**src/core/led_ind_pkg.sv**
```systemverilog
// constants, register layout and colour codes for the indicator logic
package led_ind_pkg;

  // register byte offsets
  localparam logic [3:0] CFG_OFS    = 4'h0;
  localparam logic [3:0] STATUS_OFS = 4'h4;

  // configuration field positions
  localparam int INV_LSB     = 0;
  localparam int LATCH_BIT   = 8;
  localparam int ACT_LSB     = 16;
  localparam int INACT_LSB   = 20;
  localparam int ACK_SEL_LSB = 24;
  localparam int COLOUR_W    = 3;
  localparam int ACK_SEL_W   = 4;
  localparam int INV_W       = 8;

  // status field positions
  localparam int ST_RAW_LSB  = 0;
  localparam int ST_COMB_BIT = 8;
  localparam int ST_HELD_BIT = 9;
  localparam int ST_ACK_BIT  = 10;
  localparam int ST_RED_BIT  = 16;
  localparam int ST_GRN_BIT  = 17;

  // colour encodings
  typedef enum logic [2:0] {
    COL_GREEN       = 3'h0,
    COL_RED         = 3'h1,
    COL_RED_FLASH   = 3'h2,
    COL_GREEN_FLASH = 3'h3,
    COL_OFF         = 3'h4
  } colour_t;

  // values after reset: active red, inactive off, no latch, ack from input 0
  localparam logic [31:0] CFG_RESET = 32'h0041_0000;

  // bus responses
  localparam logic [1:0] RESP_OKAY   = 2'h0;
  localparam logic [1:0] RESP_SLVERR = 2'h2;

  // blink timing: half period in ms, cycles at 200 MHz
  localparam int CLK_PERIOD_NS  = 5;
  localparam int BLINK_HALF_MS  = 250;
  localparam int BLINK_HALF_CYC = BLINK_HALF_MS * 1000000 / CLK_PERIOD_NS;

endpackage : led_ind_pkg

```
**src/core/led_indicator_logic.sv**
```systemverilog
// one front-panel indicator: input combination, latch, acknowledge, colour and blink
//
// Local design decisions: the address map and the AXI4-Lite register port.
`timescale 1ns/100ps

module led_indicator_logic #(
  parameter int NUM_SIG        = 5,
  parameter int BLINK_HALF_CYC = led_ind_pkg::BLINK_HALF_CYC
) (
  input  wire logic               aclk,
  input  wire logic               aresetn,
  input  wire logic [NUM_SIG-1:0] sig_in,
  input  wire logic               ack_ext,
  output logic                    led_red,
  output logic                    led_green,
  output logic                    ack_state,
  input  wire logic [3:0]         s_axi_awaddr,
  input  wire logic               s_axi_awvalid,
  output logic                    s_axi_awready,
  input  wire logic [31:0]        s_axi_wdata,
  input  wire logic [3:0]         s_axi_wstrb,
  input  wire logic               s_axi_wvalid,
  output logic                    s_axi_wready,
  output logic [1:0]              s_axi_bresp,
  output logic                    s_axi_bvalid,
  input  wire logic               s_axi_bready,
  input  wire logic [3:0]         s_axi_araddr,
  input  wire logic               s_axi_arvalid,
  output logic                    s_axi_arready,
  output logic [31:0]             s_axi_rdata,
  output logic [1:0]              s_axi_rresp,
  output logic                    s_axi_rvalid,
  input  wire logic               s_axi_rready
);

  // refuse sizes the logic cannot serve: ack_sel must still reach the external line
  if (NUM_SIG < 1 || NUM_SIG > 5) begin : g_num_sig_chk
    $error("NUM_SIG must be 1..5");
  end
  if (BLINK_HALF_CYC < 2) begin : g_blink_chk
    $error("BLINK_HALF_CYC must be at least 2");
  end

  // colour code plus blink phase to {red, green}; unknown codes stay dark
  function automatic logic [1:0] colour_fn(input logic [2:0] code, input logic phase);
    logic [1:0] rg;
    rg = 2'h0;
    unique case (code)
      led_ind_pkg::COL_GREEN:       rg = 2'h1;
      led_ind_pkg::COL_RED:         rg = 2'h2;
      led_ind_pkg::COL_RED_FLASH:   rg = {phase, 1'b0};
      led_ind_pkg::COL_GREEN_FLASH: rg = {1'b0, phase};
      default:                      rg = 2'h0;
    endcase
    return rg;
  endfunction : colour_fn

  logic [31:0]        cfg_q;
  logic [31:0]        cfg_d;
  logic               held_q;
  logic               held_d;
  logic [NUM_SIG-1:0] cause_q;
  logic [NUM_SIG-1:0] cause_d;
  logic               phase_q;
  logic [31:0]        blink_cnt_q;
  logic               led_red_q;
  logic               led_green_q;
  logic               ack_state_q;

  // configuration fields
  wire [NUM_SIG-1:0] inv_mask  = cfg_q[led_ind_pkg::INV_LSB +: NUM_SIG];
  wire               latch_en  = cfg_q[led_ind_pkg::LATCH_BIT];
  wire [2:0]         act_col   = cfg_q[led_ind_pkg::ACT_LSB +: led_ind_pkg::COLOUR_W];
  wire [2:0]         inact_col = cfg_q[led_ind_pkg::INACT_LSB +: led_ind_pkg::COLOUR_W];
  wire [3:0]         ack_sel   = cfg_q[led_ind_pkg::ACK_SEL_LSB +: led_ind_pkg::ACK_SEL_W];

  // inversion then OR of the assigned inputs
  wire [NUM_SIG-1:0] eff_sig  = sig_in ^ inv_mask;
  wire               combined = |eff_sig;

  // acknowledge taken from an input, the external line, or nothing
  wire ack_raw = (ack_sel < 4'(NUM_SIG)) ? sig_in[ack_sel[2:0]] :
                 (ack_sel == 4'(NUM_SIG)) ? ack_ext : 1'b0;
  // an acknowledge can only clear a latched hold once its causes are all gone
  wire causes_gone = ((eff_sig & cause_q) == '0);
  wire ack_clear   = latch_en & ack_raw & causes_gone & ~combined;

  // latch: pickup wins over an acknowledge in the same cycle
  always_comb begin
    held_d  = held_q;
    cause_d = cause_q;
    if (!latch_en) begin
      held_d  = 1'b0;
      cause_d = '0;
    end else if (combined) begin
      held_d  = 1'b1;
      cause_d = cause_q | eff_sig;
    end else if (ack_clear) begin
      held_d  = 1'b0;
      cause_d = '0;
    end
  end

  wire       indication = combined | held_q;
  wire [1:0] rg_next    = indication ? colour_fn(act_col, phase_q)
                                     : colour_fn(inact_col, phase_q);
  wire       blink_tick = (blink_cnt_q == 32'(BLINK_HALF_CYC - 1));

  // blink divider: equal on and off halves
  always_ff @(posedge aclk) begin
    if (!aresetn) begin
      blink_cnt_q <= 32'h0;
      phase_q     <= 1'b0;
    end else if (blink_tick) begin
      blink_cnt_q <= 32'h0;
      phase_q     <= ~phase_q;
    end else begin
      blink_cnt_q <= blink_cnt_q + 32'h1;
    end
  end

  // latch state and registered pins
  always_ff @(posedge aclk) begin
    if (!aresetn) begin
      held_q      <= 1'b0;
      cause_q     <= '0;
      led_red_q   <= 1'b0;
      led_green_q <= 1'b0;
      ack_state_q <= 1'b0;
    end else begin
      held_q      <= held_d;
      cause_q     <= cause_d;
      led_red_q   <= rg_next[1];
      led_green_q <= rg_next[0];
      ack_state_q <= ack_raw;
    end
  end

  assign led_red   = led_red_q;
  assign led_green = led_green_q;
  assign ack_state = ack_state_q;

  // ---- AXI4-Lite slave ----
  logic        aw_have_q;
  logic [3:0]  aw_addr_q;
  logic        w_have_q;
  logic [31:0] w_data_q;
  logic [3:0]  w_strb_q;
  logic        bvalid_q;
  logic [1:0]  bresp_q;
  logic        rvalid_q;
  logic [1:0]  rresp_q;
  logic [31:0] rdata_q;

  // address and data captured independently, write once both are in hand
  assign s_axi_awready = ~aw_have_q & ~bvalid_q;
  assign s_axi_wready  = ~w_have_q & ~bvalid_q;
  assign s_axi_arready = ~rvalid_q;
  wire   wr_fire  = aw_have_q & w_have_q & ~bvalid_q;
  wire   wr_cfg   = wr_fire & (aw_addr_q[3:2] == led_ind_pkg::CFG_OFS[3:2]);
  wire   wr_stat  = aw_addr_q[3:2] == led_ind_pkg::STATUS_OFS[3:2];
  wire   rd_fire  = s_axi_arvalid & s_axi_arready;
  wire   rd_cfg   = s_axi_araddr[3:2] == led_ind_pkg::CFG_OFS[3:2];
  wire   rd_stat  = s_axi_araddr[3:2] == led_ind_pkg::STATUS_OFS[3:2];

  // byte-lane merge for the configuration word; status is read only
  wire [31:0] strb_mask = {{8{w_strb_q[3]}}, {8{w_strb_q[2]}},
                           {8{w_strb_q[1]}}, {8{w_strb_q[0]}}};
  assign cfg_d = wr_cfg ? ((cfg_q & ~strb_mask) | (w_data_q & strb_mask)) : cfg_q;

  // status word showing the live state of the indicator
  wire [31:0] status_word = {14'h0, led_green_q, led_red_q, 5'h0, ack_state_q,
                             held_q, combined, (8'(sig_in))};
  wire [31:0] rd_word     = rd_cfg ? cfg_q : (rd_stat ? status_word : 32'h0);

  always_ff @(posedge aclk) begin
    if (!aresetn) begin
      aw_have_q <= 1'b0;
      aw_addr_q <= 4'h0;
      w_have_q  <= 1'b0;
      w_data_q  <= 32'h0;
      w_strb_q  <= 4'h0;
    end else begin
      if (s_axi_awvalid && s_axi_awready) begin
        aw_have_q <= 1'b1;
        aw_addr_q <= s_axi_awaddr;
      end else if (wr_fire) begin
        aw_have_q <= 1'b0;
      end
      if (s_axi_wvalid && s_axi_wready) begin
        w_have_q <= 1'b1;
        w_data_q <= s_axi_wdata;
        w_strb_q <= s_axi_wstrb;
      end else if (wr_fire) begin
        w_have_q <= 1'b0;
      end
    end
  end

  // write response and configuration register
  always_ff @(posedge aclk) begin
    if (!aresetn) begin
      cfg_q    <= led_ind_pkg::CFG_RESET;
      bvalid_q <= 1'b0;
      bresp_q  <= led_ind_pkg::RESP_OKAY;
    end else begin
      cfg_q <= cfg_d;
      if (wr_fire) begin
        bvalid_q <= 1'b1;
        bresp_q  <= (wr_cfg | wr_stat) ? led_ind_pkg::RESP_OKAY : led_ind_pkg::RESP_SLVERR;
      end else if (s_axi_bready) begin
        bvalid_q <= 1'b0;
      end
    end
  end

  // read channel, unmapped reads return zero with an error
  always_ff @(posedge aclk) begin
    if (!aresetn) begin
      rvalid_q <= 1'b0;
      rresp_q  <= led_ind_pkg::RESP_OKAY;
      rdata_q  <= 32'h0;
    end else if (rd_fire) begin
      rvalid_q <= 1'b1;
      rdata_q  <= rd_word;
      rresp_q  <= (rd_cfg | rd_stat) ? led_ind_pkg::RESP_OKAY : led_ind_pkg::RESP_SLVERR;
    end else if (s_axi_rready) begin
      rvalid_q <= 1'b0;
    end
  end

  assign s_axi_bvalid = bvalid_q;
  assign s_axi_bresp  = bresp_q;
  assign s_axi_rvalid = rvalid_q;
  assign s_axi_rresp  = rresp_q;
  assign s_axi_rdata  = rdata_q;
endmodule : led_indicator_logic

```
**config.mk**
```make
export PLATFORM = sky130hd
export DESIGN_NAME = led_indicator_logic
export DESIGN_NICKNAME = d
export VERILOG_FILES = /design/src/core/led_ind_pkg.sv /design/src/core/led_indicator_logic.sv
export SDC_FILE = /design/constraint.sdc
export NUM_CORES = 1
export LEC_CHECK = 0
export CORE_MARGIN = 5
export CORE_UTILIZATION = 53
export CTS_CLUSTER_DIAMETER = 120
export DETAILED_ROUTE_END_ITERATION = 8
export DONT_BUFFER_PORTS = 1
export PLACE_DENSITY = 0.71
export RECOVER_POWER = 25
export SLEW_MARGIN = 20
export SYNTH_ARGS = -nofsm -noshare
export SYNTH_HDL_FRONTEND = slang
export SYNTH_SLANG_ARGS = --single-unit
```
**constraint.sdc**
```tcl
create_clock -name aclk -period 1.8 [get_ports aclk]
set_clock_uncertainty 0.1 [all_clocks]
set_input_delay 0.36 -clock aclk [delete_from_list [all_inputs] [get_ports aclk]]
set_output_delay 0.36 -clock aclk [all_outputs]
set_load 0.005 [all_outputs]
```
==> impl_metrics.env <==
export IMPL_worstPathCellList="nand4_4, or4_4, nor3_1, xnor2_1, nor2_1"
export IMPL_post_route_cells_drive_above_1_share_pct=19.32
export IMPL_cts_buffers_inserted=17
export IMPL_bufs_and_invs_on_worst_path=0
export IMPL_avgRoutedWirePerCell_um=17.44
export IMPL_top_library_cells_by_usage_in_the_layout_fill_and_taps_aside="dfxtp_1, nand2_1, a21oi_1, nor2_1, nand3_1"
export IMPL_synth_sequential_area_ratio_pct=50.39
export IMPL_max_cap_violations=0
export IMPL_timing_setup_tns_ns=-2.174
export IMPL_pwr_dens_nw_per_um2=960.6
export IMPL_timing_critical_path_required_ns=2.10
export IMPL_worstSetupPathType="reg2reg"
export IMPL_regToRegSetupSlack_ns=-0.17
export IMPL_hold_path_depth=3
export IMPL_worst_setup_hold_path_clk_slew_ns=0.06
export IMPL_final_seq_area_um2=2923
export IMPL_die_w_um=114.3
export IMPL_rows=38
export IMPL_grt_setup_unrepaired="yes"
export IMPL_hold_slack_ns=0.02934
export IMPL_path_depth=5
export IMPL_outcome="complete, but fails checks"
export IMPL_worst_slew_pin_transition_ns=0.5851
export IMPL_drc_violation_count_after_routing=0
export IMPL_violations="negative setup slack"
export IMPL_startpoint_of_the_worst_hold_path="aresetn"
export IMPL_ir_drop_v=0.0005686
export IMPL_setup_worst_path_start="blink_cnt_q[6]"
export IMPL_place_port_buffers=0
export IMPL_globalRoute_totalOverflow=0
export IMPL_cts_tree="built"
export IMPL_drt_iter0_markers=414
export IMPL_cts_root_buf="clkbuf_8"
export IMPL_setup_viol=27
export IMPL_overall_power_consumption_w=0.007185
export IMPL_floorplan_die_area_um2=13050
export IMPL_grtUsageTotal_pct=23.12
export IMPL_max_clock_path_buffers=2
export IMPL_synth_warnings=0
export IMPL_die_height_um=114.3
export IMPL_wire_length_of_the_first_global_routing_pass_um=23990
export IMPL_largest_net_degree_at_the_start_of_global_routing=60
export IMPL_asyncSetResetFlopFracSynth_pct=0
export IMPL_final_period_utilization_pct=109.3
export IMPL_worstHoldPathType="in2reg"
export IMPL_initial_antenna_violation_count=0
export IMPL_critical_path_max_fanout=3
export IMPL_signed_area_change_from_the_synthesized_netlist_to_the_final_layout_pct=29.84
export IMPL_finalWorstPathRequiredPeriod_ns=1.967
export IMPL_crit_end_element="flop"
export IMPL_timing_rr_start="blink_cnt_q[6]"
export IMPL_cpMaxStageDelayCell="or4_4"
export IMPL_hold_path_end="blink_cnt_q[25]"
export IMPL_wirelength_um=15800
export IMPL_drtPass1Iterations=6
export IMPL_final_antenna_net_count=0
export IMPL_worstSkewPairLatency_ns=0.52
export IMPL_final_hold_viol_count=0
export IMPL_prevailing_post_synth_register_cell="dfxtp_1"
export IMPL_route_vias_total=5190
export IMPL_fillers=807
export IMPL_timing_critical_path_max_delay_family="simple AND/OR/NAND/NOR gates"
export IMPL_pin_count=101
export IMPL_number_of_nets_in_the_final_layout=811
export IMPL_tritoncts_num_sinks=145
export IMPL_vias_in_the_first_global_route=4946
export IMPL_cp_arrival_ns=2.27
export IMPL_final_core_utilization_pct=69.61
export IMPL_startpoint_type="flop"
export IMPL_gpl_final_weighted_congestion=0.8309
export IMPL_drv_slew=0
export IMPL_antenna_cells=0
export IMPL_layout_setup_ws_ns=-0.1672
export IMPL_synth_cell_area_um2=5761
export IMPL_layout_cells_most_common="dfxtp_1"
export IMPL_fmax_ghz=0.5083
export IMPL_core_um2=10750
export IMPL_place_inst=820
export IMPL_rr_worst_depth=5
export IMPL_cellLeakagePower_nw=2.773
export IMPL_cpPeakStageDelay_ns=0.53
export IMPL_synth_edf_count=0
export IMPL_ys_seq_elements=145
export IMPL_synthCells=670
export IMPL_max_slew_margin_rel_pct=60.99
export IMPL_htree_levels=4
export IMPL_stdcell_count=906
export IMPL_synthDistinctLibCells=44
export IMPL_postSynthAreaPerCell_um2=8.598
export IMPL_multi_input_comb_area_um2=2806
export IMPL_r2r_end="blink_cnt_q[29]"
export IMPL_average_via_count_per_standard_cell=5.728
export IMPL_place_hpwl_um=9902
export IMPL_initial_core_util_pct=53.61
[what timing repair did]
action | in CTS | in global routing
setup endpoints to repair | 25 | 33
cloned | 0 | 3
hold buffers | 43 | 0
hold endpoints to repair | 50 | 0
pin swaps | 1 | 19
setup buffers | 1 | 7
gates resized for setup | 6 | 38
[per-stage QoR]
step	setup slack, ns	area [um2]
after global placement	0.01289	6198
after global routing	-0.2876	7480
after floorplan	0.02479	5771
final	-0.1672	7480
after CTS	0.002295	7244
after detailed placement	-0.01408	6198
[how the worst max path moves through the flow]
stage | end | slack (ns)
floorplan | blink_cnt_q[31] | 0.02
global placement | blink_cnt_q[15] | 0.01
detailed placement | blink_cnt_q[14] | -0.01
CTS | blink_cnt_q[2] | 0.002
global route | blink_cnt_q[29] | -0.29
finish | blink_cnt_q[29] | -0.17
[area by class of cell]
type	count	area share (%)
Clock buffer	21	6.273
Clock inverter	11	1.405
Inverter	7	0.3680
Multi-Input combinational cell	479	37.52
Sequential cell	145	39.08
Tap cell	140	2.342
Timing Repair Buffer	103	13.01
[Yosys cell counts, types with 2 or more instances]
cell | n | area, um2
nor2_1 | 75 | 281.5
and4_1 | 7 | 61.31
nor4_1 | 6 | 37.54
nand3_1 | 54 | 270.3
nand2b_1 | 5 | 31.28
clkbuf_1 | 34 | 127.6
mux2_2 | 12 | 135.1
or3_1 | 3 | 18.77
nand4_1 | 10 | 62.56
xor2_1 | 19 | 166.4
nand3b_1 | 3 | 22.52
and2_1 | 4 | 25.02
a21oi_1 | 69 | 345.3
nand2_1 | 126 | 473.0
dfxtp_1 | 145 | 2903
a22oi_1 | 31 | 232.7
o21ai_0 | 5 | 25.02
nor4_4 | 2 | 42.54
buf_6 | 2 | 22.52
nor3_1 | 6 | 30.03
nor4b_1 | 2 | 17.52
xnor2_1 | 13 | 113.9
inv_1 | 7 | 26.28
buf_4 | 3 | 22.52
mux2i_1 | 8 | 80.08
[worst min-delay path: stages]
cell and delay [ns]:
clkinv_2 0.07, or4_1 0.11, nand3_1 0.05
[metal layers]
layer	up-vias	GRT usage (%)	routed length (um)
li1	2475	-	-
met1	2468	27.35	6215
met2	209	39.58	8071
met3	38	7.875	1169
met4	0	7.205	348
met5	-	0	0
[power breakdown]
part	switching (W)	internal, W	total (W)
sequential	0.0000715	0.00329	0.00337
clock	0.00135	0.00198	0.00334
combinational	0.000268	0.000214	0.000482
total	0.00169	0.00549	0.00718
[cells by family after synthesis]
family | share of synthesized area (%)
AND/OR/NAND/NOR | 25.76
flip-flops | 50.39
AO/OA/AOI/OAI | 11.03
buffers and inverters | 3.540
XOR/XNOR | 4.865
multiplexers | 4.127
adder cells (fa/ha/maj) | 0.2172
other | 0.06510
Note: power is estimated with default switching activity, not from simulation.
